$ cat src/hdl/fcs_pkg.sv
// Package for the flash code security gate.
// Assumes one processor clock domain and byte-wide special registers.
package fcs_pkg;
   // Register addresses
   localparam logic [7:0]  SECCTL_ADDR  = 8'hB2;
   localparam logic [15:0] SYSCFG1_ADDR = 16'h2005;
   // Field positions in flash_security_control
   localparam int BOOT_FLAG_BIT  = 7;
   localparam int PROTECT_BIT    = 6;
   localparam int MEM_EN_BIT     = 1;
   localparam int PAGE_WR_EN_BIT = 0;
   // Field positions in system_config_one
   localparam int ECLK_OFF_BIT   = 5;
   // Reset values
   localparam logic [7:0] SECCTL_RESET  = 8'h00;
   localparam logic [7:0] SYSCFG1_RESET = 8'h00;
   // Boot-lock length in processor cycles
   localparam int BOOT_LOCK_CYCLES = 32;
   localparam logic [5:0] BOOT_LOCK_LAST = 6'(BOOT_LOCK_CYCLES - 1);
   // Flash page holding the boot code
   localparam logic [6:0] PAGE_ZERO = 7'h00;

   // Emulator operation codes
   typedef enum logic [2:0] {
      FCS_OP_NONE, FCS_OP_BULK_ERASE, FCS_OP_PAGE_ERASE,
      FCS_OP_WRITE, FCS_OP_READ, FCS_OP_HALT
   } fcs_op_t;

   // Request toward flash from either master
   typedef struct packed {
      logic       valid;
      fcs_op_t    op;
      logic [6:0] page;
   } fcs_req_t;

   // Verdict on a request
   typedef struct packed {
      logic    grant;
      logic    refuse;
      fcs_op_t op;
   } fcs_ans_t;
endpackage

$ cat src/hdl/fcs_gate.sv
// Flash code security gate: boot-lock timer, set-only protect latch and
// the filter that grants or refuses flash work for processor and emulator.
// Assumes the processor core presents special-register accesses as
// single-cycle strobes synchronous to clk_sys.
//
// Function
// - First 32 cycles after reset are boot-lock; emulator port held off
// - Boot-lock flag readable at bit 7 of security control, high then
// - After boot-lock the emulator may be enabled and take the core
// - Protect latch clears to zero on every processor reset
// - Protect latch is set-only: ones set it, zeros change nothing
// - Boot code enables protection by setting latch during boot-lock
// - With latch set, emulator may only bulk erase
// - With latch set, no external code read from flash
// - With latch set, page zero cannot be page-erased by anyone
// - With latch set, writes to page zero are inhibited
// - Global erase also clears engine program RAM, latch or not
// - Only a chip reset removes protection; global erase does not clear the latch
// - Emulator clock off bit stops emulator clock and access
`timescale 1ns/100ps
module fcs_gate (
   // Clock and reset
   input  wire  logic             clk_sys,
   input  wire  logic             rst_n,
   // Special register port
   input  wire  logic             sfr_wr,
   input  wire  logic             sfr_rd,
   input  wire  logic [7:0]       sfr_addr,
   input  wire  logic [7:0]       sfr_wdata,
   output       logic [7:0]       sfr_rdata,
   // Configuration memory port
   input  wire  logic             cfg_wr,
   input  wire  logic [15:0]      cfg_addr,
   input  wire  logic [7:0]       cfg_wdata,
   output       logic [7:0]       cfg_rdata,
   // Emulator side
   input  wire  logic             emu_enable,
   input  wire  fcs_pkg::fcs_req_t emu_req,
   output       fcs_pkg::fcs_ans_t emu_ans,
   output       logic             emu_clk_en,
   output       logic             emu_core_ctl,
   // Processor flash requests
   input  wire  fcs_pkg::fcs_req_t cpu_req,
   output       fcs_pkg::fcs_ans_t cpu_ans,
   // Flash and engine memory controls
   output       logic             flash_bulk_erase,
   output       logic             engine_program_ram_clear,
   output       logic             code_protect_latch,
   output       logic             boot_lock_phase_flag
);

   logic [5:0] lock_cnt_reg;
   logic       boot_lock_reg;
   logic       protect_reg;
   logic [1:0] flash_ctl_reg;
   logic [7:0] syscfg1_reg;
   logic       sec_wr;
   logic       cfg1_wr;

   // Verdict on one request; page zero is sacred once protected
   function automatic logic fcs_allowed(input fcs_pkg::fcs_req_t r,
                                        input logic prot,
                                        input logic from_emu);
      logic pz;
      pz = (r.page == fcs_pkg::PAGE_ZERO);
      fcs_allowed = 1'b1;
      if (prot && from_emu && r.op != fcs_pkg::FCS_OP_BULK_ERASE)
         fcs_allowed = 1'b0;
      if (prot && from_emu && r.op == fcs_pkg::FCS_OP_READ)
         fcs_allowed = 1'b0;
      if (prot && pz && r.op == fcs_pkg::FCS_OP_PAGE_ERASE)
         fcs_allowed = 1'b0;
      if (prot && pz && r.op == fcs_pkg::FCS_OP_WRITE)
         fcs_allowed = 1'b0;
   endfunction

   assign sec_wr  = sfr_wr && (sfr_addr == fcs_pkg::SECCTL_ADDR);
   assign cfg1_wr = cfg_wr && (cfg_addr == fcs_pkg::SYSCFG1_ADDR);

   // Boot-lock counter; runs once per reset then parks
   always_ff @(posedge clk_sys or negedge rst_n) begin
      if (!rst_n) begin
         lock_cnt_reg  <= 6'h00;
         boot_lock_reg <= 1'b1;
      end else if (boot_lock_reg) begin
         lock_cnt_reg <= lock_cnt_reg + 6'h01;
         if (lock_cnt_reg == fcs_pkg::BOOT_LOCK_LAST) begin
            boot_lock_reg <= 1'b0;
         end
      end
   end

   // Protect latch; only reset clears it, so erase alone is not enough
   always_ff @(posedge clk_sys or negedge rst_n) begin
      if (!rst_n) begin
         protect_reg <= 1'b0;
      end else if (sec_wr && sfr_wdata[fcs_pkg::PROTECT_BIT]) begin
         protect_reg <= 1'b1;
      end
   end

   // Plain flash control bits kept beside the latch
   always_ff @(posedge clk_sys or negedge rst_n) begin
      if (!rst_n) begin
         flash_ctl_reg <= 2'h0;
      end else if (sec_wr) begin
         flash_ctl_reg <= {sfr_wdata[fcs_pkg::MEM_EN_BIT],
                           sfr_wdata[fcs_pkg::PAGE_WR_EN_BIT]};
      end
   end

   // System configuration byte holding the emulator clock off bit
   always_ff @(posedge clk_sys or negedge rst_n) begin
      if (!rst_n) begin
         syscfg1_reg <= fcs_pkg::SYSCFG1_RESET;
      end else if (cfg1_wr) begin
         syscfg1_reg <= cfg_wdata;
      end
   end

   // Register read data, registered; unmapped addresses read zero
   always_ff @(posedge clk_sys or negedge rst_n) begin
      if (!rst_n) begin
         sfr_rdata <= fcs_pkg::SECCTL_RESET;
         cfg_rdata <= fcs_pkg::SYSCFG1_RESET;
      end else begin
         sfr_rdata <= 8'h00;
         if (sfr_rd && sfr_addr == fcs_pkg::SECCTL_ADDR) begin
            sfr_rdata[fcs_pkg::BOOT_FLAG_BIT]  <= boot_lock_reg;
            sfr_rdata[fcs_pkg::PROTECT_BIT]    <= protect_reg;
            sfr_rdata[fcs_pkg::MEM_EN_BIT]     <= flash_ctl_reg[1];
            sfr_rdata[fcs_pkg::PAGE_WR_EN_BIT] <= flash_ctl_reg[0];
         end
         cfg_rdata <= (cfg_addr == fcs_pkg::SYSCFG1_ADDR) ?
                      syscfg1_reg : 8'h00;
      end
   end

   // Emulator access: none in boot-lock or with its clock stopped
   always_ff @(posedge clk_sys or negedge rst_n) begin
      if (!rst_n) begin
         emu_clk_en   <= 1'b0;
         emu_core_ctl <= 1'b0;
         emu_ans      <= '0;
      end else begin
         emu_clk_en   <= !syscfg1_reg[fcs_pkg::ECLK_OFF_BIT];
         emu_core_ctl <= emu_enable && !boot_lock_reg &&
                         !protect_reg &&
                         !syscfg1_reg[fcs_pkg::ECLK_OFF_BIT];
         emu_ans.op   <= emu_req.op;
         if (emu_req.valid && !boot_lock_reg && emu_enable &&
             !syscfg1_reg[fcs_pkg::ECLK_OFF_BIT]) begin
            emu_ans.grant  <= fcs_allowed(emu_req, protect_reg, 1'b1);
            emu_ans.refuse <= !fcs_allowed(emu_req, protect_reg, 1'b1);
         end else begin
            emu_ans.grant  <= 1'b0;
            emu_ans.refuse <= emu_req.valid;
         end
      end
   end

   // Processor requests: only the page zero limits apply
   always_ff @(posedge clk_sys or negedge rst_n) begin
      if (!rst_n) begin
         cpu_ans <= '0;
      end else begin
         cpu_ans.op     <= cpu_req.op;
         cpu_ans.grant  <= cpu_req.valid &&
                           fcs_allowed(cpu_req, protect_reg, 1'b0);
         cpu_ans.refuse <= cpu_req.valid &&
                           !fcs_allowed(cpu_req, protect_reg, 1'b0);
      end
   end

   // Global erase pulses; engine program RAM goes with the flash
   always_ff @(posedge clk_sys or negedge rst_n) begin
      if (!rst_n) begin
         flash_bulk_erase <= 1'b0;
         engine_program_ram_clear       <= 1'b0;
      end else begin
         flash_bulk_erase <= (emu_req.valid && !boot_lock_reg &&
                              emu_enable &&
                              !syscfg1_reg[fcs_pkg::ECLK_OFF_BIT] &&
                              emu_req.op == fcs_pkg::FCS_OP_BULK_ERASE) ||
                             (cpu_req.valid &&
                              cpu_req.op == fcs_pkg::FCS_OP_BULK_ERASE);
         engine_program_ram_clear       <= (emu_req.valid && !boot_lock_reg &&
                              emu_enable &&
                              !syscfg1_reg[fcs_pkg::ECLK_OFF_BIT] &&
                              emu_req.op == fcs_pkg::FCS_OP_BULK_ERASE) ||
                             (cpu_req.valid &&
                              cpu_req.op == fcs_pkg::FCS_OP_BULK_ERASE);
      end
   end

   // Status copies straight from flops
   always_ff @(posedge clk_sys or negedge rst_n) begin
      if (!rst_n) begin
         code_protect_latch   <= 1'b0;
         boot_lock_phase_flag <= 1'b1;
      end else begin
         code_protect_latch   <= protect_reg;
         boot_lock_phase_flag <= boot_lock_reg;
      end
   end

endmodule

$ cat config.mk
export PLATFORM = sky130hd
export DESIGN_NAME = fcs_gate
export DESIGN_NICKNAME = d
export VERILOG_FILES = /design/src/hdl/fcs_pkg.sv /design/src/hdl/fcs_gate.sv
export SDC_FILE = /design/constraint.sdc
export NUM_CORES = 1
export LEC_CHECK = 0
export BUFFER_PORTS_ARGS = -buffer_cell sky130_fd_sc_hd__buf_2
export CORE_ASPECT_RATIO = 1.4
export CORE_UTILIZATION = 35
export DETAILED_ROUTE_END_ITERATION = 10
export PLACE_DENSITY = 0.75
export SLEW_MARGIN = 40
export SYNTH_ARGS = -nofsm -noshare
export SYNTH_HDL_FRONTEND = slang
export SYNTH_SLANG_ARGS = --single-unit
export TNS_END_PERCENT = 10
$ cat constraint.sdc
create_clock -name clk_sys -period 1.4 [get_ports clk_sys]
set_input_delay 0.28 -clock clk_sys [delete_from_list [all_inputs] [get_ports clk_sys]]
set_output_delay 0.28 -clock clk_sys [all_outputs]
set_load 0.03 [all_outputs]
======== Yosys cells after proc, flatten, opt, wreduce, memory -nomap -nowiden ========
Cells that the tools add are included.
storage, ports and cells
  bits of input ports ..................... 68
  bits in registers ....................... 45
  word-level logic and storage cells ...... 73
cells by class
  muxes and demuxes ....................... 13
  add/sub/neg operators ................... 1
  reductions and logical operators ........ 30
  equal/unequal tests ..................... 11
operators with widths
  cell                  number
  $logic_and 1x1->1     22
  $eq 16x14->1 const B  1
  $logic_not 7->1       2
  $eq 3x2->1 const B    4
  $mux 1                9
  $eq 8x8->1 const B    1
  $mux 8                1
  $add 6x1->6 const B   1
  $eq 3x1->1 const B    2
  $eq 6x5->1 const B    1
  $mux 2                3
  $logic_not 1->1       5
  $eq 3x3->1 const B    1
  $ne 3x1->1 const B    1
  $logic_or 1x1->1      1

======== Logic depth before layout (Yosys ltp) ========
  depth in word-level cells ............... 9
  gate-level depth with buffers ........... 5
  mapped depth without buffers ............ 4

======== Worst setup path before layout ========
Ideal clock, no wire load.
  path type ............................... input to register
  from .................................... input cfg_addr[1]
  to ...................................... register syscfg1_reg[0]
  arrival time ............................ 1243 ps
  slack ................................... 32 ps
  stages .................................. 5
  cell sequence ........................... nor4b_1 and4_1 buf_6 nand2_8 mux2_4
on the way
  longest elaborated chain between the ends .. 2
RTL lines
  item                  line             RTL
  from (decl)           fcs_gate.sv:33   input wire logic [15:0] cfg_addr,
  $eq 16x14->1          fcs_gate.sv:78   assign cfg1_wr = cfg_wr && (cfg_addr == fcs_pkg::SYSCFG1_ADDR);
  $logic_and 1x1->1     fcs_gate.sv:78
  to (signal assigned)  fcs_gate.sv:115  syscfg1_reg <= fcs_pkg::SYSCFG1_RESET;
  to (signal assigned)  fcs_gate.sv:117  syscfg1_reg <= cfg_wdata;
  to (decl)             fcs_gate.sv:56   logic [7:0] syscfg1_reg;
No other way between the ends.
A chain may end at the register's enable or synchronous reset.

======== Worst setup path after layout ========
  from .................................... input cfg_addr[10]
  to ...................................... register syscfg1_reg[3]
The elaborated chain is that of the path after synthesis.

==> flow_metrics.env <==
export IMPL_vias_per_cell=4.48
export IMPL_power_static_leakage_nw=1.29
export IMPL_final_setup_worst_slack_ns=0.120
export IMPL_path_buf_inv=1
export IMPL_worst_path_largest_cell_delay_ns=0.36
export IMPL_mappedNetlistArea_mm2=0.00172
export IMPL_timing_fmax_ghz=0.781
export IMPL_grt_ovfl_total=0
export IMPL_netlist_instances=117
export IMPL_first_iter_violations=30
export IMPL_cts_tree="built"
export IMPL_number_of_antenna_violations_at_the_first_check_in_global_routing=0
export IMPL_tritoncts_num_buffers=5
export IMPL_synth_adder_area_share_pct=0.728
export IMPL_synth_warnings=0
export IMPL_post_synth_and_or_nand_nor_area_fraction_pct=16.9
export IMPL_cts_htree_levels=2
export IMPL_post_detailed_route_drc_marker_count=0
export IMPL_yosys_area_share_xor_xnor_pct=2.55
export IMPL_dp_final_hpwl_um=2400
export IMPL_io_buffer_count=83
export IMPL_final_min_clock_period_ns=1.28
export IMPL_power_density_mw_per_mm2=1120
export IMPL_fin_crit_sh_pct=91.4
export IMPL_fraction_of_the_mapped_netlist_area_in_compound_gates_pct=1.31
export IMPL_fin_worst_hold_slack_ns=0.0945
export IMPL_timing_clock_skew_ns=0.00853
export IMPL_dp_slack_ns=-0.186
export IMPL_vias=1210
export IMPL_grt_total_usage_pct=13.1
export IMPL_worst_setup_ep_type="flip-flop"
export IMPL_critPathArrivalTime_ns=1.46
export IMPL_clk_pin_slew_worst_paths_ns=0.08
export IMPL_num_antenna_cells=0
export IMPL_die_width_um=61.2
export IMPL_worst_skew_pair_late_latency_ns=0.30
export IMPL_required_ns=1.58
export IMPL_mostFrequentLayoutCell="buf_2"
export IMPL_site_row_count=29
export IMPL_timing_critical_path_fanout_max=8
export IMPL_run_status="completed"
export IMPL_routed_wl_um=3080
export IMPL_worst_ir_drop_vdd_mv=0.508
export IMPL_grt_setup_unrepaired="no"
export IMPL_cap_violations=0
export IMPL_drtPass1Iterations=3
export IMPL_worst_setup_path_start_kind="input port"
export IMPL_final_cell_mix="buf_2 (83), dfrtp_1 (43), and2_2 (8), mux2_4 (8)"
export IMPL_detail_route_antenna_nets=0
export IMPL_ys_types=31
export IMPL_wl_per_cell_um=11.4
export IMPL_cp_top_family="simple AND/OR/NAND/NOR gates"
export IMPL_pin_count_of_the_biggest_net_entering_global_routing=42
export IMPL_floorplan_initialDensity_pct=37.3
export IMPL_final_nets=276
export IMPL_die_area_mm2=0.00520
export IMPL_wire_length_of_the_first_global_routing_pass_um=4870
export IMPL_worstPathCellList="buf_2, nor4b_1, and4_1, nand2_8, mux2_4"
export IMPL_power_w=0.00264
export IMPL_cts_max_path_buffers=2
export IMPL_floorplan_io_pins=100
export IMPL_setup_violations_final=0
export IMPL_postSynthRegisterBits=45
export IMPL_final_max_slew_violation_count=0
export IMPL_clock_sink_count=45
export IMPL_die_h_um=84.9
export IMPL_synth_sequential_area_ratio_pct=65.6
export IMPL_min_path_type="in2reg"
export IMPL_crit_type="in2reg"
export IMPL_layout_area_overhead_vs_synth_pct=36.7
export IMPL_final_hold_viols=0
export IMPL_largest_family_of_logic_cells_by_synthesized_area="simple AND/OR/NAND/NOR gates"
export IMPL_synth_area_per_cell_um2=14.7
export IMPL_post_cts_resize_count=0
export IMPL_gp_routability_congestion=0.695
export IMPL_clock_tree_root_cell="clkbuf_8"
export IMPL_core_region_area_mm2=0.00461
export IMPL_fillers=418
export IMPL_crit_slowest_cell="and4_1"
export IMPL_final_layout_size_suffix_gt1_share_pct=56.7
export IMPL_grt_pass1_vias=1228
export IMPL_post_synth_mux_area_share_pct=8.95
## timing repair
item | in CTS | in global routing
setup buffers | 0 | 0
hold endpoints to repair | 4 | 0
hold buffers | 1 | 0
## final cells by class
type | instances | area (um2) | share of cell area [%]
repair buffers | 87 | 460 | 19.6
clock inverters | 3 | 65.1 | 2.77
well taps | 62 | 77.6 | 3.30
inverters | 3 | 11.3 | 0.479
multi-input cells | 65 | 538 | 22.9
clock buffers | 5 | 68.8 | 2.93
flip-flops and latches | 45 | 1130 | 48.0
## through the flow
stage	cells	util (%)	area [um2]	setup TNS, ns
6_report	270	51.0	2350	0
5_1_grt	270	51.0	2350	0
4_1_cts	270	51.0	2350	0
3_5_place_dp	261	47.9	2210	-1.68
3_3_place_gp	261	47.9	2210	-1.66
2_1_floorplan	120	-	1730	0
## cells in the mapped netlist
master | count | area share [%]
a21oi_1 | 1 | 0.29
and2_1 | 1 | 0.36
and2_2 | 8 | 3.5
and3_1 | 5 | 1.8
and4_1 | 1 | 0.51
buf_4 | 5 | 2.2
buf_6 | 1 | 0.65
clkbuf_1 | 1 | 0.22
conb_1 | 1 | 0.22
dfrtp_1 | 43 | 63
dfstp_2 | 2 | 3.1
ha_1 | 1 | 0.73
inv_1 | 3 | 0.65
mux2_2 | 3 | 2.0
mux2_4 | 8 | 7.0
nand2_1 | 5 | 1.1
nand2_8 | 1 | 1.2
nand2b_1 | 2 | 0.73
nand3_1 | 2 | 0.58
nand4_1 | 2 | 0.73
nand4b_1 | 2 | 1.0
nor2_1 | 3 | 0.65
nor2b_1 | 1 | 0.36
nor4_1 | 3 | 1.1
nor4_4 | 1 | 1.2
nor4b_1 | 3 | 1.5
o31a_1 | 1 | 0.51
o32ai_1 | 1 | 0.51
or3b_2 | 1 | 0.51
xnor2_1 | 3 | 1.5
xor2_1 | 2 | 1.0
## routing by layer
layer	up-vias	global-route usage, %	wire length [um]
met3	8	5.34	296
met4	0	6.40	68
met5	-	0	0
met2	73	24.2	1670
li1	574	-	-
met1	555	11.3	1050
## cells by family (layout without fill, tap and decap cells)
logic type | Yosys count | count (layout)
AND/OR/NAND/NOR | 41 | 41
flip-flops | 45 | 45
AO/OA/AOI/OAI | 3 | 3
buffers and inverters | 10 | 98
other | 1 | 4
adder cells (fa/ha/maj) | 1 | 1
multiplexers | 11 | 11
XOR/XNOR | 5 | 5
## path summary, 6_finish.rpt
path | cells past startpoint | endpoint | slack [ns] | from
worst max-delay path | 5 | syscfg1_reg[3] | 0.12 | cfg_addr[10]
worst min-delay path | 1 | cpu_ans[0] | 0.09 | cpu_req[7]
worst max register to register | 4 | cpu_ans[4] | 0.17 | protect_reg
worst min register to register | 0 | boot_lock_phase_flag | 0.44 | boot_lock_reg
max in group asynchronous | 3 | boot_lock_reg | 0.57 | rst_n
min in group asynchronous | 2 | emu_ans[2] | 0.35 | rst_n
## where the power goes
part	total [W]	switching, W	internal, W	leakage, nW
logic	0.000194	0.000110	0.0000846	0.634
registers	0.00132	0.00000448	0.00132	0.587
clock network	0.00112	0.000414	0.000708	0.0681
total	0.00264	0.000528	0.00211	1.29
No activity file was read; power rests on OpenSTA's default activity.
